## config.mk

```make
export PLATFORM = sky130hd
export DESIGN_NAME = clock_gen_and_low_power_ctrl
export DESIGN_NICKNAME = d
export VERILOG_FILES = /design/src/hdl/clk_pkg.sv /design/src/hdl/osc_wait_counter.sv /design/src/hdl/clock_divider.sv /design/src/hdl/clock_gen_and_low_power_ctrl.sv
export SDC_FILE = /design/constraint.sdc
export NUM_CORES = 1
export LEC_CHECK = 0
export ABC_CLOCK_PERIOD_IN_PS = 3080
export BUFFER_PORTS_ARGS = -buffer_cell sky130_fd_sc_hd__buf_2
export CAP_MARGIN = 20
export CORE_UTILIZATION = 51
export CTS_CLUSTER_SIZE = 24
export DETAILED_ROUTE_END_ITERATION = 12
export PLACE_DENSITY = 0.81
export RECOVER_POWER = 100
export SLEW_MARGIN = 20
export SYNTH_ARGS = -nofsm -noshare
export SYNTH_HDL_FRONTEND = slang
export SYNTH_SLANG_ARGS = --single-unit
```

## constraint.sdc

```tcl
create_clock -name pclk -period 3.08 [get_ports pclk]
set_input_delay 0 -clock pclk [delete_from_list [all_inputs] [get_ports pclk]]
set_output_delay 0 -clock pclk [all_outputs]
set_load 0.01 [all_outputs]
```

## src/hdl/clk_pkg.sv

```systemverilog
// constants, codes and types shared by the clock and power control block
//
// Summary of operation
// - pll multiplier codes 07..17h give x4 to x12
// - high osc selectable at 24, 32, 48 MHz
// - subclock stop cleared by power-on reset only
// - wait code 0 none, then 1024 doubling
// - wait counted in 4 MHz low osc ticks
// - clock out source codes 0-4 and 8
// - clock out divide by power of two
// - drive bit low below 10 MHz, high above
// - low osc trim unsigned, rising with code
// - four independent internal clock division ratios
// - each module clock stopped by own bit
// - four operating power control modes
// - sleep entered by register plus instruction, interrupt exits
// - sleep halts cpu only, flash keeps running
// - deep sleep halts cpu, ram, dma unit
// - deep sleep also halts flash, transfer controller
// - oscillators follow own enables, not power mode
// - halted units keep their register contents
package clk_pkg;

   // ********************************
   // register byte offsets
   // ********************************
   localparam logic [7:0] OFF_PLL   = 8'h00;
   localparam logic [7:0] OFF_SUB   = 8'h04;
   localparam logic [7:0] OFF_WAIT  = 8'h08;
   localparam logic [7:0] OFF_CKO   = 8'h0c;
   localparam logic [7:0] OFF_DRV   = 8'h10;
   localparam logic [7:0] OFF_TRIM  = 8'h14;
   localparam logic [7:0] OFF_DIV   = 8'h18;
   localparam logic [7:0] OFF_MSTOP = 8'h1c;
   localparam logic [7:0] OFF_PWR   = 8'h20;
   localparam logic [7:0] OFF_OSC   = 8'h24;
   localparam logic [7:0] OFF_STAT  = 8'h28;

   // ********************************
   // field positions
   // ********************************
   localparam int PLL_EN_BIT   = 0;
   localparam int PLL_MUL_LSB  = 8;
   localparam int PLL_MUL_MSB  = 13;
   localparam int CKO_SRC_LSB  = 8;
   localparam int CKO_SRC_MSB  = 11;
   localparam int CKO_DIV_LSB  = 12;
   localparam int CKO_DIV_MSB  = 14;
   localparam int CKO_EN_BIT   = 15;
   localparam int WAIT_MSB     = 4;
   localparam int TRIM_MSB     = 7;
   localparam int OPM_MSB      = 2;
   localparam int DEEP_SEL_BIT = 8;
   localparam int MAIN_EN_BIT  = 0;
   localparam int HIGH_EN_BIT  = 1;
   localparam int HFREQ_LSB    = 4;
   localparam int HFREQ_MSB    = 5;
   localparam int DIV_W        = 4;   // one nibble per internal clock

   // ********************************
   // codes and reset values
   // ********************************
   localparam logic [5:0] PLL_MUL_MIN  = 6'h07;  // x4
   localparam logic [5:0] PLL_MUL_MAX  = 6'h17;  // x12
   localparam logic [4:0] WAIT_MAX     = 5'h08;  // 131,072 ticks
   localparam logic [4:0] WAIT_NONE    = 5'h00;
   localparam logic [3:0] SRC_LOW      = 4'h0;
   localparam logic [3:0] SRC_HIGH     = 4'h1;
   localparam logic [3:0] SRC_MAIN     = 4'h2;
   localparam logic [3:0] SRC_SUB      = 4'h3;
   localparam logic [3:0] SRC_PLL      = 4'h4;
   localparam logic [3:0] SRC_TOUCH    = 4'h8;
   localparam logic [2:0] DIV_NONE     = 3'h0;
   localparam logic [1:0] HF_24        = 2'h0;
   localparam logic [1:0] HF_32        = 2'h1;
   localparam logic [1:0] HF_48        = 2'h2;
   localparam logic [2:0] OPM_HIGH     = 3'h0;
   localparam logic [2:0] OPM_MID      = 3'h2;
   localparam logic [2:0] OPM_MID2     = 3'h4;
   localparam logic [2:0] OPM_LOW      = 3'h6;
   localparam logic [7:0] TRIM_RST     = 8'h80;
   localparam logic [15:0] DIV_RST     = 16'h0000;

   // ********************************
   // timing, in low osc ticks of 0.25 us
   // ********************************
   localparam int          WAIT_W         = 18;
   localparam logic [17:0] PLL_WAIT_TICKS = 18'h00100;
   localparam logic [17:0] HI_WAIT_TICKS  = 18'h00100;

   // ********************************
   // low power state
   // ********************************
   typedef enum logic [2:0] {
      PS_RUN   = 3'b001,
      PS_SLEEP = 3'b010,
      PS_DEEP  = 3'b100
   } power_state_e;

endpackage

```

## src/hdl/osc_wait_counter.sv

```systemverilog
// stabilisation wait counter for one oscillator
module osc_wait_counter
(
   // clock and reset
   input  wire  logic                       clk,
   input  wire  logic                       rst_n,
   // control
   input  wire  logic                       en,
   input  wire  logic                       tick,
   input  wire  logic [clk_pkg::WAIT_W-1:0] target,
   // status
   output logic                             stable
);

   logic [clk_pkg::WAIT_W-1:0] cnt;  // ticks seen since enable

   // count low osc ticks; restart whenever the oscillator is stopped
   always_ff @(posedge clk or negedge rst_n)
   begin
      if (!rst_n)
      begin
         cnt    <= '0;
         stable <= 1'b0;
      end
      else if (!en)
      begin
         cnt    <= '0;
         stable <= 1'b0;
      end
      else if (!stable)
      begin
         if (cnt >= target)
            stable <= 1'b1;
         else if (tick)
            cnt <= cnt + 18'h00001;
      end
   end

endmodule

```

## src/hdl/clock_divider.sv

```systemverilog
// power of two divider for a sampled clock level
module clock_divider
(
   // clock and reset
   input  wire  logic       clk,
   input  wire  logic       rst_n,
   // source and setting
   input  wire  logic       en,
   input  wire  logic       src,
   input  wire  logic [2:0] div_sel,
   // divided level
   output logic             clk_out
);

   logic       src_q;  // last sampled source level
   logic [6:0] cnt;    // source rises in this half period

   // source must run below half of clk to be seen
   wire       rise = src & ~src_q;
   wire [2:0] sh   = div_sel - 3'h1;
   wire [6:0] last = (7'h01 << sh) - 7'h01;

   // toggle every 2^(code-1) rises, giving divide by 2^code
   always_ff @(posedge clk or negedge rst_n)
   begin
      if (!rst_n)
      begin
         src_q   <= 1'b0;
         cnt     <= '0;
         clk_out <= 1'b0;
      end
      else
      begin
         src_q <= src;
         if (!en)
         begin
            cnt     <= '0;
            clk_out <= 1'b0;
         end
         else if (div_sel == clk_pkg::DIV_NONE)
            clk_out <= src;
         else if (rise)
         begin
            if (cnt == last)
            begin
               cnt     <= '0;
               clk_out <= ~clk_out;
            end
            else
               cnt <= cnt + 7'h01;
         end
      end
   end

endmodule

```

## src/hdl/clock_gen_and_low_power_ctrl.sv

```systemverilog
// clock generation and low power control, apb register slave
module clock_gen_and_low_power_ctrl
#(
   parameter logic [17:0] WAIT_BASE_TICKS = 18'h00400  // ticks for wait code 1
)
(
   // apb clock and resets
   input  wire  logic        pclk,
   input  wire  logic        presetn,
   input  wire  logic        por_n,
   // apb request
   input  wire  logic        psel,
   input  wire  logic        penable,
   input  wire  logic        pwrite,
   input  wire  logic [7:0]  paddr,
   input  wire  logic [31:0] pwdata,
   // apb answer
   output logic [31:0]       prdata,
   output logic              pready,
   output logic              pslverr,
   // oscillator levels, sampled
   input  wire  logic        low_osc_tick,
   input  wire  logic        low_speed_osc,
   input  wire  logic        high_speed_osc,
   input  wire  logic        main_clk,
   input  wire  logic        sub_clk,
   input  wire  logic        pll_clk,
   input  wire  logic        touch_clk,
   // cpu events
   input  wire  logic        standby_instr,
   input  wire  logic        wake_irq,
   // oscillator control
   output logic              main_osc_en,
   output logic              high_osc_en,
   output logic [1:0]        high_osc_freq_sel,
   output logic              pll_en,
   output logic [5:0]        pll_multiplier_sel,
   output logic              main_osc_drive_sel,
   output logic [7:0]        low_osc_trim,
   output logic              subclock_stop,
   // gated clock levels
   output logic              main_clk_gated,
   output logic              high_clk_gated,
   output logic              pll_clk_gated,
   output logic              clock_output_pin,
   // division and module stop
   output logic [2:0]        core_clock_div,
   output logic [2:0]        peripheral_bus_clock_div,
   output logic [2:0]        converter_clock_div,
   output logic [2:0]        flash_interface_clock_div,
   output logic [31:0]       module_clock_stop,
   // power control
   output logic [2:0]        op_power_mode,
   output logic              cpu_halt,
   output logic              main_ram_bank_halt,
   output logic              dma_unit_halt,
   output logic              flash_halt,
   output logic              transfer_controller_halt,
   output logic              resume_irq
);

   // ********************************
   // decoding functions
   // ********************************

   // legal pll multiplier code
   function automatic logic pll_ok(input logic [5:0] c);
      pll_ok = (c >= clk_pkg::PLL_MUL_MIN) && (c <= clk_pkg::PLL_MUL_MAX);
   endfunction

   // legal clock out source code
   function automatic logic src_ok(input logic [3:0] c);
      src_ok = (c <= clk_pkg::SRC_PLL) || (c == clk_pkg::SRC_TOUCH);
   endfunction

   // legal operating power mode code
   function automatic logic opm_ok(input logic [2:0] c);
      opm_ok = (c == clk_pkg::OPM_HIGH) || (c == clk_pkg::OPM_MID)
            || (c == clk_pkg::OPM_MID2) || (c == clk_pkg::OPM_LOW);
   endfunction

   // wait length in ticks for a wait code
   function automatic logic [17:0] wait_ticks(input logic [4:0] c);
      logic [4:0] sh;
      sh = c - 5'h01;
      if (c == clk_pkg::WAIT_NONE)
         wait_ticks = '0;
      else
         wait_ticks = WAIT_BASE_TICKS << sh;
   endfunction

   // ********************************
   // register state
   // ********************************
   logic [4:0]   osc_wait_sel;          // main osc wait code
   logic [3:0]   clock_out_source_sel;  // clock out source
   logic [2:0]   clock_out_divide_sel;  // clock out ratio
   logic         clock_out_en;          // clock out pin enable
   logic         deep_sel;              // standby goes to deep sleep
   clk_pkg::power_state_e pstate;       // low power state
   clk_pkg::power_state_e next_pstate;  // next low power state
   logic [2:0]   stable;                // main, high, pll settled

   // ********************************
   // apb decode
   // ********************************
   wire setup   = psel & ~penable;
   wire wr      = psel & penable & pwrite & pready;
   wire h_pll   = paddr == clk_pkg::OFF_PLL;
   wire h_sub   = paddr == clk_pkg::OFF_SUB;
   wire h_wait  = paddr == clk_pkg::OFF_WAIT;
   wire h_cko   = paddr == clk_pkg::OFF_CKO;
   wire h_drv   = paddr == clk_pkg::OFF_DRV;
   wire h_trim  = paddr == clk_pkg::OFF_TRIM;
   wire h_div   = paddr == clk_pkg::OFF_DIV;
   wire h_mstop = paddr == clk_pkg::OFF_MSTOP;
   wire h_pwr   = paddr == clk_pkg::OFF_PWR;
   wire h_osc   = paddr == clk_pkg::OFF_OSC;
   wire h_stat  = paddr == clk_pkg::OFF_STAT;
   wire hit     = h_pll | h_sub | h_wait | h_cko | h_drv | h_trim
               | h_div | h_mstop | h_pwr | h_osc | h_stat;

   // incoming write fields
   wire [5:0] w_mul  = pwdata[clk_pkg::PLL_MUL_MSB:clk_pkg::PLL_MUL_LSB];
   wire [3:0] w_src  = pwdata[clk_pkg::CKO_SRC_MSB:clk_pkg::CKO_SRC_LSB];
   wire [2:0] w_cdiv = pwdata[clk_pkg::CKO_DIV_MSB:clk_pkg::CKO_DIV_LSB];
   wire [4:0] w_wait = pwdata[clk_pkg::WAIT_MSB:0];
   wire [2:0] w_opm  = pwdata[clk_pkg::OPM_MSB:0];
   wire [1:0] w_hf   = pwdata[clk_pkg::HFREQ_MSB:clk_pkg::HFREQ_LSB];

   // ********************************
   // read data selection
   // ********************************
   wire [31:0] r_pll  = {16'h0000, 2'h0, pll_multiplier_sel,
                         7'h00, pll_en};
   wire [31:0] r_cko  = {16'h0000, clock_out_en, clock_out_divide_sel,
                         clock_out_source_sel, 8'h00};
   wire [31:0] r_div  = {16'h0000, 1'b0, flash_interface_clock_div,
                         1'b0, converter_clock_div,
                         1'b0, peripheral_bus_clock_div,
                         1'b0, core_clock_div};
   wire [31:0] r_pwr  = {23'h000000, deep_sel, 5'h00, op_power_mode};
   wire [31:0] r_osc  = {26'h0000000, high_osc_freq_sel, 2'h0,
                         high_osc_en, main_osc_en};
   wire [31:0] r_stat = {26'h0000000, pstate, stable};
   wire [31:0] rd_mux =
        ({32{h_pll}}   & r_pll)
      | ({32{h_sub}}   & {31'h00000000, subclock_stop})
      | ({32{h_wait}}  & {27'h0000000, osc_wait_sel})
      | ({32{h_cko}}   & r_cko)
      | ({32{h_drv}}   & {31'h00000000, main_osc_drive_sel})
      | ({32{h_trim}}  & {24'h000000, low_osc_trim})
      | ({32{h_div}}   & r_div)
      | ({32{h_mstop}} & module_clock_stop)
      | ({32{h_pwr}}   & r_pwr)
      | ({32{h_osc}}   & r_osc)
      | ({32{h_stat}}  & r_stat);

   // ********************************
   // apb answer
   // ********************************

   // answer ready in the first access cycle, no wait states
   always_ff @(posedge pclk or negedge presetn)
   begin
      if (!presetn)
      begin
         pready  <= 1'b0;
         pslverr <= 1'b0;
         prdata  <= '0;
      end
      else
      begin
         pready  <= setup;
         pslverr <= setup & ~hit;    // unmapped address
         if (setup)
            prdata <= pwrite ? '0 : rd_mux;
      end
   end

   // ********************************
   // control registers
   // ********************************

   // pll, oscillator and wait settings; bad codes are ignored
   always_ff @(posedge pclk or negedge presetn)
   begin
      if (!presetn)
      begin
         pll_en             <= 1'b0;
         pll_multiplier_sel <= clk_pkg::PLL_MUL_MIN;
         osc_wait_sel       <= clk_pkg::WAIT_NONE;
         main_osc_en        <= 1'b0;
         high_osc_en        <= 1'b0;
         high_osc_freq_sel  <= clk_pkg::HF_24;
      end
      else if (wr)
      begin
         if (h_pll)
         begin
            pll_en <= pwdata[clk_pkg::PLL_EN_BIT];
            if (pll_ok(w_mul))
               pll_multiplier_sel <= w_mul;
         end
         if (h_wait && (w_wait <= clk_pkg::WAIT_MAX))
            osc_wait_sel <= w_wait;
         if (h_osc)
         begin
            main_osc_en <= pwdata[clk_pkg::MAIN_EN_BIT];
            high_osc_en <= pwdata[clk_pkg::HIGH_EN_BIT];
            if (w_hf <= clk_pkg::HF_48)
               high_osc_freq_sel <= w_hf;
         end
      end
   end

   // clock out, drive, trim and division settings
   always_ff @(posedge pclk or negedge presetn)
   begin
      if (!presetn)
      begin
         clock_out_source_sel <= clk_pkg::SRC_LOW;
         clock_out_divide_sel <= clk_pkg::DIV_NONE;
         clock_out_en         <= 1'b0;
         main_osc_drive_sel   <= 1'b0;
         low_osc_trim         <= clk_pkg::TRIM_RST;
         flash_interface_clock_div <= clk_pkg::DIV_RST[2:0];
      end
      else if (wr)
      begin
         if (h_cko)
         begin
            if (src_ok(w_src))
               clock_out_source_sel <= w_src;
            clock_out_divide_sel <= w_cdiv;
            clock_out_en <= pwdata[clk_pkg::CKO_EN_BIT];
         end
         if (h_drv)
            main_osc_drive_sel <= pwdata[0];
         if (h_trim)
            low_osc_trim <= pwdata[clk_pkg::TRIM_MSB:0];
         if (h_div)
            flash_interface_clock_div <= pwdata[14:12];
      end
   end

   // independent internal clock ratios
   always_ff @(posedge pclk or negedge presetn)
   begin
      if (!presetn)
      begin
         core_clock_div           <= clk_pkg::DIV_RST[2:0];
         peripheral_bus_clock_div <= clk_pkg::DIV_RST[2:0];
         converter_clock_div      <= clk_pkg::DIV_RST[2:0];
      end
      else if (wr && h_div)
      begin
         core_clock_div           <= pwdata[2:0];
         peripheral_bus_clock_div <= pwdata[6:4];
         converter_clock_div      <= pwdata[10:8];
      end
   end

   // per module stop bits and power mode
   always_ff @(posedge pclk or negedge presetn)
   begin
      if (!presetn)
      begin
         module_clock_stop <= '0;
         op_power_mode     <= clk_pkg::OPM_HIGH;
         deep_sel          <= 1'b0;
      end
      else if (wr)
      begin
         if (h_mstop)
            module_clock_stop <= pwdata;
         if (h_pwr)
         begin
            if (opm_ok(w_opm))
               op_power_mode <= w_opm;
            deep_sel <= pwdata[clk_pkg::DEEP_SEL_BIT];
         end
      end
   end

   // subclock stop survives every reset but power-on
   always_ff @(posedge pclk or negedge por_n)
   begin
      if (!por_n)
         subclock_stop <= 1'b0;
      else if (wr && h_sub)
         subclock_stop <= pwdata[0];
   end

   // ********************************
   // stabilisation waits
   // ********************************
   wire [2:0]  osc_on = {pll_en & stable[0], high_osc_en, main_osc_en};
   wire [17:0] tgt [3];
   assign tgt[0] = wait_ticks(osc_wait_sel);
   assign tgt[1] = clk_pkg::HI_WAIT_TICKS;
   assign tgt[2] = clk_pkg::PLL_WAIT_TICKS;

   // pll waits on a settled main clock, its input
   genvar gi;
   generate
      for (gi = 0; gi < 3; gi++)
      begin : g_wait
         osc_wait_counter u_wait
         (
            .clk    (pclk),
            .rst_n  (presetn),
            .en     (osc_on[gi]),
            .tick   (low_osc_tick),
            .target (tgt[gi]),
            .stable (stable[gi])
         );
      end
   endgenerate

   // ********************************
   // gated clocks and clock out
   // ********************************

   // block runt pulses until the source has settled
   always_ff @(posedge pclk or negedge presetn)
   begin
      if (!presetn)
      begin
         main_clk_gated <= 1'b0;
         high_clk_gated <= 1'b0;
         pll_clk_gated  <= 1'b0;
      end
      else
      begin
         main_clk_gated <= main_clk & stable[0];
         high_clk_gated <= high_speed_osc & stable[1];
         pll_clk_gated  <= pll_clk & stable[2];
      end
   end

   // clock out source selection
   wire cko_src =
        (clock_out_source_sel == clk_pkg::SRC_LOW)   ? low_speed_osc
      : (clock_out_source_sel == clk_pkg::SRC_HIGH)  ? high_clk_gated
      : (clock_out_source_sel == clk_pkg::SRC_MAIN)  ? main_clk_gated
      : (clock_out_source_sel == clk_pkg::SRC_SUB)   ? sub_clk & ~subclock_stop
      : (clock_out_source_sel == clk_pkg::SRC_PLL)   ? pll_clk_gated
      : touch_clk;

   clock_divider u_cko
   (
      .clk     (pclk),
      .rst_n   (presetn),
      .en      (clock_out_en),
      .src     (cko_src),
      .div_sel (clock_out_divide_sel),
      .clk_out (clock_output_pin)
   );

   // ********************************
   // low power state machine
   // ********************************

   // enter on instruction, leave only on interrupt
   always_comb
   begin
      next_pstate = pstate;
      unique case (pstate)
         clk_pkg::PS_RUN:
            if (standby_instr)
               next_pstate = deep_sel ? clk_pkg::PS_DEEP
                                      : clk_pkg::PS_SLEEP;
         clk_pkg::PS_SLEEP,
         clk_pkg::PS_DEEP:
            if (wake_irq)
               next_pstate = clk_pkg::PS_RUN;
         default:
            next_pstate = clk_pkg::PS_RUN;
      endcase
   end

   wire next_sleep = next_pstate == clk_pkg::PS_SLEEP;
   wire next_deep  = next_pstate == clk_pkg::PS_DEEP;

   // halts freeze clocks only, so halted units keep their contents
   always_ff @(posedge pclk or negedge presetn)
   begin
      if (!presetn)
      begin
         pstate                   <= clk_pkg::PS_RUN;
         cpu_halt                 <= 1'b0;
         main_ram_bank_halt       <= 1'b0;
         dma_unit_halt            <= 1'b0;
         flash_halt               <= 1'b0;
         transfer_controller_halt <= 1'b0;
         resume_irq               <= 1'b0;
      end
      else
      begin
         pstate   <= next_pstate;
         cpu_halt <= next_sleep | next_deep;
         main_ram_bank_halt       <= next_deep;
         dma_unit_halt            <= next_deep;
         flash_halt               <= next_deep;
         transfer_controller_halt <= next_deep;
         resume_irq <= (pstate != clk_pkg::PS_RUN)
                     & (next_pstate == clk_pkg::PS_RUN);
      end
   end

endmodule

```

Yosys cells after proc, flatten, opt, wreduce, memory -nomap -nowiden
Cells that the tools add are included.
{"block": "totals", "register_bits": 191, "inputBits": 55, "out_inout_bits": 112, "elab_cells": 215}
{"block": "op_classes", "addsub": 7, "n_lt_le_gt_ge": 8, "n_eq_ne": 39, "n_shift": 2, "mux": 40, "bitwise": 49, "n_reduce_logical": 32}
{"cell": "32-bit bitwise OR", "n": 10}
{"cell": "18-bit two-way mux", "n": 13}
{"cell": "32-bit by 1-bit AND with 32-bit output", "n": 2}
{"cell": "32-bit by 6-bit AND with 32-bit output", "n": 2}
{"cell": "18-bit by 1-bit adder with 18-bit output, second input constant", "n": 3}
{"cell": "18-bit by 9-bit >= comparator with 1-bit output, second input constant", "n": 2}
{"cell": "32-bit by 14-bit AND with 32-bit output", "n": 1}
{"cell": "32-bit by 15-bit AND with 32-bit output", "n": 1}
{"cell": "32-bit by 16-bit AND with 32-bit output", "n": 1}
{"cell": "32-bit AND", "n": 1}
{"cell": "32-bit by 5-bit AND with 32-bit output", "n": 1}
{"cell": "32-bit by 8-bit AND with 32-bit output", "n": 1}
{"cell": "32-bit by 9-bit AND with 32-bit output", "n": 1}
{"cell": "8-bit by 5-bit equality test with 1-bit output, second input constant", "n": 4}
{"cell": "32-bit two-way mux", "n": 1}
{"cell": "7-bit two-way mux", "n": 4}
{"cell": "8-bit by 6-bit equality test with 1-bit output, second input constant", "n": 3}
{"cell": "2-bit AND reduction", "n": 11}
{"cell": "3-bit AND reduction", "n": 7}
{"cell": "2-bit != test, second input constant", "n": 10}
{"cell": "18-bit >= comparator", "n": 1}
{"cell": "1-bit two-way mux", "n": 18}
{"cell": "11-bit by 5-bit left shift with 18-bit output, first input constant", "n": 1}
{"cell": "8-bit by 4-bit equality test with 1-bit output, second input constant", "n": 2}
{"cell": "other kinds (33)", "n": 76}

Depth between registers and ports, before layout
Gate-level depths: netlist of run 1.
{"block": "depth", "ltp_word": 13, "ltp_mapped": 11, "mapped_depth_nobuf": 9}

By module
From an unflattened synthesis of run 1, not the netlist that was laid out.
{"block": "unflattened", "cells_unflattened": 1108, "hier_area_um2": 11031.8}
{"module": "clock_gen_and_low_power_ctrl", "instances": 1, "cells_each": 462, "area_per_inst_um2": 5657.9}
{"module": "osc_wait_counter", "instances": 3, "cells_each": 179, "area_per_inst_um2": 1496.4}
{"module": "clock_divider", "instances": 1, "cells_each": 109, "area_per_inst_um2": 884.6}

Least setup slack after synthesis of run 1
No wires, ideal clock.
{"block": "synth_timing", "path_type": "register to register", "start": "register clock_out_divide_sel[2]", "end": "register u_cko.cnt[5]", "setup_ns": 0.066, "t_arrival_ns": 2.857, "t_required_ns": 3.014, "setup_slack_ns": 0.157, "stages_incl_launch_ff": 11, "path_buffers": 2, "synth_period_minus_slack_ns": 2.923, "cell_sequence": "dfrtp_1 buf_2 clkbuf_1 or3b_2 ha_1 xnor2_1 mux2_2 a22o_1 o2111a_1 a2111oi_0 o31a_1"}
{"block": "synth_between", "elab_chain_cells": 8, "elab_cells_between_ends": 11, "classes_between": "2 x add/sub; 2 x eq/ne; 1 x shift; 4 x mux; 2 x reduce/logical"}
{"element": "start: declaration", "line": "clock_gen_and_low_power_ctrl.sv:97", "rtl": "logic [2:0] clock_out_divide_sel;"}
{"element": "start signal: assignment", "line": "clock_gen_and_low_power_ctrl.sv:223", "rtl": "clock_out_divide_sel <= clk_pkg::DIV_NONE;"}
{"element": "start signal: assignment", "line": "clock_gen_and_low_power_ctrl.sv:235", "rtl": "clock_out_divide_sel <= w_cdiv;"}
{"element": "3-bit by 1-bit subtractor with 3-bit output", "line": "clock_divider.sv:20", "rtl": "wire [2:0] sh = div_sel - 3'h1;"}
{"element": "1-bit by 3-bit left shift with 7-bit output", "line": "clock_divider.sv:21", "rtl": "wire [6:0] last = (7'h01 << sh) - 7'h01;"}
{"element": "7-bit by 1-bit subtractor with 7-bit output", "line": "clock_divider.sv:21"}
{"element": "7-bit equality test", "line": "clock_divider.sv:44", "rtl": "if (cnt == last)"}
{"element": "7-bit two-way mux", "line": "clock_divider.sv:44"}
{"element": "7-bit two-way mux", "line": "clock_divider.sv:42", "rtl": "else if (rise)"}
{"element": "7-bit two-way mux", "line": "clock_divider.sv:40", "rtl": "else if (div_sel == clk_pkg::DIV_NONE)"}
{"element": "7-bit two-way mux", "line": "clock_divider.sv:35", "rtl": "if (!en)"}
{"element": "end signal: assignment", "line": "clock_divider.sv:50", "rtl": "cnt <= cnt + 7'h01;"}
{"element": "end: declaration", "line": "clock_divider.sv:16", "rtl": "logic [6:0] cnt;"}
Parallel ways exist; a longest one is shown, timed or not. The select of a mux whose other input is x is not followed.
A chain may end at the register's enable or synchronous reset.

Final worst setup path of run 1
{"block": "layout_timing", "start": "register osc_wait_sel[1]", "end": "register g_wait[0].u_wait.cnt[12] in the netlist's numbering"}
{"block": "layout_between", "elab_chain_cells": 6, "elab_cells_between_ends": 7, "classes_between": "1 x add/sub; 1 x order compare; 1 x eq/ne; 1 x shift; 1 x mux; 2 x reduce/logical"}
{"element": "start: declaration", "line": "clock_gen_and_low_power_ctrl.sv:95", "rtl": "logic [4:0] osc_wait_sel;"}
{"element": "start signal: assignment", "line": "clock_gen_and_low_power_ctrl.sv:192", "rtl": "osc_wait_sel <= clk_pkg::WAIT_NONE;"}
{"element": "start signal: assignment", "line": "clock_gen_and_low_power_ctrl.sv:206", "rtl": "osc_wait_sel <= w_wait;"}
{"element": "5-bit by 1-bit subtractor with 5-bit output", "line": "clock_gen_and_low_power_ctrl.sv:85", "rtl": "sh = c - 5'h01;"}
{"element": "11-bit by 5-bit left shift with 18-bit output", "line": "clock_gen_and_low_power_ctrl.sv:89", "rtl": "wait_ticks = WAIT_BASE_TICKS << sh;"}
{"element": "18-bit two-way mux (*)", "line": "clock_gen_and_low_power_ctrl.sv:86", "rtl": "if (c == clk_pkg::WAIT_NONE)"}
{"element": "18-bit >= comparator (*)", "line": "osc_wait_counter.sv:32", "rtl": "if (cnt >= target)"}
{"element": "2-bit != test (no line) (*)"}
{"element": "3-bit AND reduction (no line) (*)"}
{"element": "end signal: assignment", "line": "osc_wait_counter.sv:35", "rtl": "cnt <= cnt + 18'h00001;"}
{"element": "end: declaration", "line": "osc_wait_counter.sv:15", "rtl": "logic [clk_pkg::WAIT_W-1:0] cnt;"}
Every way passes the cells marked *; elsewhere a longest branch is shown, timed or not.

==> results of run 1 <==
==> Yosys cell counts, types with 14 or more instances <==
library cell / count
dfrtp_1: 186
mux2_2: 69
nand2_1: 65
nor2_1: 58
a21oi_1: 41
nand3_1: 29
clkbuf_1: 28
a22o_1: 27
o21ai_0: 27
a22oi_1: 20
inv_1: 19
ha_1: 16
and3_1: 15
buf_2: 15
o31ai_1: 15
or4_1: 15
and2_1: 14
==> what timing repair did <==
action | 4_1_cts | 5_1_grt
endpoints found under the hold margin | 161 | 0
endpoints found under the setup margin | 0 | 2
hold buffers | 45 | 0
resized for setup | 0 | 1
==> worst max-delay path, delay by kind of cell (launching register included) <==
kind | cells | cell delay (ns)
simple gates | 4 | 1.13
compound gates | 4 | 0.91
flops | 1 | 0.46
fa+ha+maj | 1 | 0.30
==> final timing paths <==
kind	start	endpoint	slack, ns
worst min register to register	prdata[8]$_DFFE_PN0P_	prdata[8]$_DFFE_PN0P_	0.48
min in group asynchronous	por_n	subclock_stop$_DFFE_PN0P_	0.43
worst max register to register	osc_wait_sel[1]$_DFFE_PN0P_	g_wait[0].u_wait.cnt[12]$_DFFE_PN0P_	0.22
max in group asynchronous	presetn	osc_wait_sel[1]$_DFFE_PN0P_	0.53
worst max-delay path	osc_wait_sel[1]$_DFFE_PN0P_	g_wait[0].u_wait.cnt[12]$_DFFE_PN0P_	0.22
worst min-delay path	low_osc_tick	g_wait[0].u_wait.cnt[10]$_DFFE_PN0P_	0.03
==> stage by stage <==
step                utilization (%)  hold WS (ns)  total power [W]
floorplan                         -       -0.2956         0.002674
global route                  63.18       0.03175         0.005169
detailed placement            58.42       -0.2121         0.002818
finish                        63.18       0.02734         0.004993
CTS                           64.38       0.01122         0.005037
global placement              58.42       -0.2105         0.002815
==> power by group through the flow <==
stage                     combinational (W)  clock, W  sequential (W)
after floorplan                   0.0000737         0         0.00260
after global placement             0.000213         0         0.00260
after detailed placement           0.000216         0         0.00260
after CTS                          0.000262   0.00222         0.00255
after global routing               0.000281   0.00233         0.00256
final                              0.000254   0.00219         0.00255
==> logic make-up (layout without fill, tap and decap cells) <==
| kind of cell | after synthesis | in the layout | share of synthesized area [%] |
|---|---|---|---|
| adder cells (fa/ha/maj) | 16 | 16 | 2.186 |
| AO/OA/AOI/OAI | 192 | 192 | 14.72 |
| flip-flops | 191 | 191 | 52.26 |
| XOR/XNOR | 17 | 17 | 1.626 |
| multiplexers | 81 | 81 | 10.07 |
| AND/OR/NAND/NOR | 275 | 275 | 15.86 |
| buffers and inverters | 69 | 278 | 3.279 |
==> registers in the layout, indices dropped and copies added, names as in the netlist, 2 cells and up <==
signal                     flops
u_cko.cnt                      7
g_wait.u_wait.stable           3
clock_out_source_sel           4
converter_clock_div            3
flash_interface_clock_div      3
g_wait.u_wait.cnt             54
core_clock_div                 3
peripheral_bus_clock_div       3
pstate                         3
clock_out_divide_sel           3
high_osc_freq_sel              2
prdata                        32
pll_multiplier_sel             6
low_osc_trim                   8
op_power_mode                  3
module_clock_stop             32
osc_wait_sel                   5
==> area by class of cell <==
type / count / area share (%)
clock buffers: 17 / 3.866
clock inverters: 15 / 1.478
inverters: 21 / 0.7164
multi-input cells: 581 / 36.62
flip-flops and latches: 191 / 43.50
well taps: 225 / 2.559
repair buffers: 225 / 11.27
==> routing by layer <==
layer,vias up,wire length [um]
met1,3702,9702
met2,318,11500
li1,3488,-
met4,2,611
met3,49,1819
met5,-,12
==> impl_summary.txt, run 1 <==
----------------------------------------------------
[Timing]
  RSZ-0062 raised after global routing ... no
  Clock Skew ... around 0.012 ns
  Period Utilization, post-route ... 92.99%
  Pins over their slew limit ... 119
  Final setup margin ... about 0.22 ns
  Total of endpoints with negative setup slack in the final report ... 0
  Minimum clock period ... around 2.9 ns
  Least-Margin Pin Slew ... 2.083 ns
  Maximum clock frequency ... 349.1 MHz
  Fin Setup TNS ... 0 ns
  Hold Vio Cnt, Final ... 0
  Worst slew margin relative to its limit ... -38.84%

[Floorplan]
  Die height ... approximately 140 um
  Die Wd ... 136 um
  Count of pins on the block boundary ... 167
  Starting Density ... 52.58%
  Cell Rows ... 48
  Floorplan die area ... 18500 sq um
  Core Footprint ... 17420 sq um

[Drt]
  Via density ... 5.929
  Total length of routed wires ... 23.65 mm
  Number of detailed-routing iterations run before antenna repair ... 6
  DR iter-0 viols ... between 500 and 600
  Post-route DRC violation count ... 0
  Vias after detailed routing ... roughly 7.6k
  DR WL/cell ... about 19 um
  Antenna Violating Nets Remaining ... 0

[Pwr]
  Switching fraction of total power ... 25.49%
  Leakage power ... 4.957 nW
  Share of total power in combinational logic ... 5.1%
  Switching pwr ... 0.001273 W
  Share of total power in the clock network ... 43.8%
  Share of power burned in registers ... between 50% and 60%
  Cell area power density ... 453.8 nW/um^2
  Peak ir drop on the vdd network ... about 390 uV
  Power Internal ... 0.003720 W

[Outcome]
  Result of the run ... complete, but fails checks
  Violated checks ... capacitance limit, slew limit

[Yosys]
  Number of enable-type register cells in the synthesized netlist ... 0
  Average cell area after synthesis ... 10.89 sq um
  Proportion of register bits with asynchronous set or reset after synthesis ... 100.0%
  Count of cell types in the netlist ... 70
  Most common flop cell mapped by yosys ... dfrtp_1
  Count of synthesis-stage warnings from yosys ... 0
  Sequential share of the synthesized area ... 52.26%
  Synth top area share ... 50.83%
  Main area contributors after synthesis ... dfrtp_1 51%, mux2_2 8.5%, nand2_1 2.7%
  Cell count after synthesis ... 841
  Netlist area before placement ... approximately 9000 sq um
  Net Count, Synth ... 912
  FF+latch count, synth ... 191
  Top cell type by total area after synthesis ... dfrtp_1

[Cells and area]
  # nets final ... 1108
  Number of antenna diodes ... 0
  Sequential cell area ... 4786 sq um
  Footprint of the multi-input gates ... 4029 sq um
  Area Overhead vs Synth ... 20.15%
  Most common library cell in the layout ignoring fill and taps ... dfrtp_1
  Share of final-layout standard cells stronger than drive strength 1 ... 17.24%
  Count of non-filler cells in the finished layout ... ~1.3k
  Fill cell total of the finished layout ... 1436
  Cell area after layout ... roughly 11000 sq um
  Commonest cells after routing, fill and taps aside ... 186 x dfrtp_1, 113 x clkbuf_1, 68 x mux2_2

[Setup path]
  Class of the most critical setup path ... reg -> reg
  CP Max Fanout ... 14
  Count of cells along the worst register-to-register path ... 9
  Worst path most repeated cell ... a21o_1
  Slowest Stage Delay on Critical Path ... 0.48 ns
  WP data arrival ... around 3.2 ns
  Crit path max-delay cell type ... or4_1
  Required @ worst endpoint ... ~3.4 ns
  Critical path endpoint category ... register
  Launching element type of the critical path ... register
  Cells along the critical path ... nor2b_1 > nand2_1 > ha_1 > a21o_1 > a21o_1 > a211o_1 > or2_4 > or4_1 > a21oi_1

[Placed design]
  Count of port buffers added during placement ... 166
  Detailed-placement wirelength estimate ... 16.09 mm
  Cell Area, Placed ... 10170 sq um
  Cell count after placement ... 1198
  Pre-CTS worst setup slack ... 0.1766 ns
  RePlAce Congestion ... 0.8953

[Clocking]
  Clock slew at the register clock pins of the worst setup and hold paths ... 0.08 ns
  Latest clock arrival within the worst-skew pair ... 0.43 ns
  Max Buffers Root-to-Sink ... 2
  CTS root buf ... clkbuf_16
  Clock buffer count from CTS ... 17
  CTS sink count ... approximately 190
  Post-CTS setup buffers ... 0
  TritonCTS clock tree ... done
  Htree depth ... 4

[Global routing]
  Aggregate global routing overflow ... 0
  GR Layer Usage met1 ... around a third
  GRT Total Usage ... between 20% and 30%
  Busiest layer in global routing ... met2
  Vias in the first global route ... approximately 7.4k
  Routing usage on met2 ... 43.80%
  Initial antenna violation count ... 1
  First-pass GRT wire length ... approximately 38 mm
  Met3 track demand over resource in global routing ... 5.891%
  Pin count of the biggest net entering global routing ... 84

[Flow run]
  Max-cap check violation count ... 2

[Worst hold path]
  Min-Delay Path Depth ... 4
  Path category of the worst min-delay check ... in -> reg

----------------------------------------------------
Power figures use the tool's default switching activity.
==> run 2, diff against run 1 <==
--- a/config.mk
+++ b/config.mk
@@ -8,10 +8,10 @@
 export ABC_CLOCK_PERIOD_IN_PS = 3080
 export BUFFER_PORTS_ARGS = -buffer_cell sky130_fd_sc_hd__buf_2
 export CAP_MARGIN = 20
-export CORE_UTILIZATION = 51
+export CORE_UTILIZATION = 50
 export CTS_CLUSTER_SIZE = 24
 export DETAILED_ROUTE_END_ITERATION = 12
-export PLACE_DENSITY = 0.81
+export PLACE_DENSITY = 0.8
 export RECOVER_POWER = 100
 export SLEW_MARGIN = 20
 export SYNTH_ARGS = -nofsm -noshare
==> run 2 against run 1 <==
Compared with the run above:
- the flow still finishes with violations (capacitance limit, slew limit)
- wire length up 0.31%
- power up 4.8%
- via count about the same
- critical path type unchanged
- register-to-register slack worse by 0.08 ns
- non-clock buffer count unchanged
==> impl_summary.txt, run 2 (same netlist as run 1, synthesis figures left out) <==
----------------------------------------------------
[Placed design]
  Count of port buffers added during placement ... 166
  Pre-CTS worst setup slack ... approximately 0.19 ns
  RePlAce Congestion ... slightly below 0.9
  Detailed-placement wirelength estimate ... roughly 16 mm

[Setup path]
  Gate family responsible for the most delay along the worst path ... simple AND/OR/NAND/NOR gates
  Crit path max-delay cell type ... or4_1
  CP Max Fanout ... 14
  Critical path endpoint category ... register
  Bufs and invs on worst path ... 0
  Launching element type of the critical path ... register
  Class of the most critical setup path ... reg -> reg
  Cells along the critical path ... nor2b_1 > nand2_1 > ha_1 > a21o_1 > a21o_1 > a211o_1 > or2_4 > or4_1 > a21oi_1
  Reg-to-reg slack, setup ... 0.14 ns
  WP data arrival ... 3.29 ns
  Slowest Stage Delay on Critical Path ... approximately 0.48 ns
  Required @ worst endpoint ... 3.43 ns
  Worst path most repeated cell ... a21o_1

[Cells and area]
  Sequential cell area ... 4786 sq um
  Largest registers ... g_wait.u_wait.cnt (54), module_clock_stop (32), prdata (32)
  Most common library cell in the layout ignoring fill and taps ... dfrtp_1
  Share of final-layout standard cells stronger than drive strength 1 ... 17.43%
  # nets final ... 1108
  Fill cell total of the finished layout ... approximately 1.5k
  Number of flip-flops in the largest register ... 54
  Area Overhead vs Synth ... 21.10%
  Footprint of the multi-input gates ... 4033 sq um
  Largest reg by FF count ... g_wait.u_wait.cnt
  Commonest cells after routing, fill and taps aside ... 186 x dfrtp_1, 113 x clkbuf_1, 69 x mux2_2

[Timing]
  Period Utilization, post-route ... 95.43%
  Total of endpoints with negative setup slack in the final report ... 0
  Hold Vio Cnt, Final ... 0
  Minimum clock period ... 2.939 ns
  Fin Setup TNS ... 0 ns
  Least-Margin Pin Slew ... 2.378 ns
  RSZ-0062 raised after global routing ... no
  Maximum clock frequency ... 340.2 MHz
  Final setup margin ... ~0.14 ns
  Pins over their slew limit ... roughly 130
  Clock Skew ... 0.009565 ns
  Worst slew margin relative to its limit ... -58.55%

[Drt]
  Total length of routed wires ... 23.72 mm
  Post-route DRC violation count ... 0
  Antenna Violating Nets Remaining ... 0
  DR iter-0 viols ... 460
  Vias after detailed routing ... between 7k and 8k
  Via density ... 5.900
  Number of detailed-routing iterations run before antenna repair ... 5
  DR WL/cell ... 18.50 um

[Pwr]
  Leakage power ... between 4 and 5 nW
  Peak ir drop on the vdd network ... 407.8 uV
  Cell area power density ... 472.1 nW/um^2

[Clocking]
  Latest clock arrival within the worst-skew pair ... 0.43 ns
  Clock slew at the register clock pins of the worst setup and hold paths ... 0.08 ns
  Max Buffers Root-to-Sink ... 2
  Post-CTS setup buffers ... 0
  Htree depth ... 4
  CTS root buf ... clkbuf_16
  Clock buffer count from CTS ... 17
  TritonCTS clock tree ... done
  CTS sink count ... 191

[Floorplan]
  Die Wd ... 137.3 um
  Cell Rows ... 49
  Floorplan die area ... 18860 sq um
  Core Footprint ... 17960 sq um
  Starting Density ... 50.98%
  Die height ... 137.3 um
  Count of pins on the block boundary ... 167

[Flow run]
  Max-cap check violation count ... 2

[Outcome]
  Result of the run ... complete, but fails checks
  Violated checks ... capacitance limit, slew limit

[Global routing]
  Initial antenna violation count ... 4
  Vias in the first global route ... 7367
  Aggregate global routing overflow ... 0
  GRT Total Usage ... about a quarter
  Pin count of the biggest net entering global routing ... 98
  First-pass GRT wire length ... ~37 mm

[Worst hold path]
  Path category of the worst min-delay check ... in -> reg

----------------------------------------------------
run 2: cell types whose count changed in the layout (fill, tap and decap cells not counted), moves of 3 or more:
cell / previous run / this run
buf_4: 5 / 8
bufinv_16: 0 / 3
clkinv_4: 3 / 0
diode_2: 0 / 3
run 2: final cells by class:
class	count	share of cell area [%]
clock inverters	15	2.189
diodes	3	0.06770
multi-input cells	581	36.36
well taps	229	2.584
clock buffers	17	3.836
repair buffers	225	11.09
inverters	21	0.7108
flip-flops and latches	191	43.16
run 2: worst min-delay path: stages:
cell and delay, ns:
buf_2 0.12, nor4_1 0.08, nand3_1 0.09, mux2_2 0.14
run 2: where the power goes:
part | switching [W] | internal [W]
sequential | 0.0000270 | 0.00253
clock | 0.00109 | 0.00134
combinational | 0.000152 | 0.0000993
run 2: final timing paths:
check / startpoint / end / cells after the start
worst min register to register: prdata[8]$_DFFE_PN0P_ / prdata[8]$_DFFE_PN0P_ / 1
worst max register to register: osc_wait_sel[1]$_DFFE_PN0P_ / g_wait[0].u_wait.cnt[12]$_DFFE_PN0P_ / 9
max in group asynchronous: presetn / pstate[0]$_DFF_PN1_ / 3
worst min-delay path: paddr[1] / main_osc_drive_sel$_DFFE_PN0P_ / 4
worst max-delay path: osc_wait_sel[1]$_DFFE_PN0P_ / g_wait[0].u_wait.cnt[12]$_DFFE_PN0P_ / 9
min in group asynchronous: por_n / subclock_stop$_DFFE_PN0P_ / 3
run 2: timing repair:
item	CTS	global route
endpoints found under the hold margin	184	0
hold buffers	44	0
resized for setup	0	1
endpoints found under the setup margin	0	2
run 2: per-stage QoR:
stage               area, sq um  hold WS, ns  util, %  total power (W)  instances
floorplan                  9158      -0.2956        -         0.002674        841
global placement          10190      -0.2244    56.71         0.002812       1203
detailed placement        10190      -0.2246    56.71         0.002817       1203
CTS                       11300      0.01605    62.88         0.005280       1279
global route              11090      0.02556    61.73         0.005396       1282
finish                    11090      0.03291    61.73         0.005235       1282
run 2: routing by layer:
layer  wire length [um]  vias to the layer above  GRT usage (%)
met3               1342                       50          6.365
met2              11600                      256          42.12
li1                   -                     3482              -
met5                 13                        -              0
met4                831                        2          11.23
met1               9937                     3774          31.76
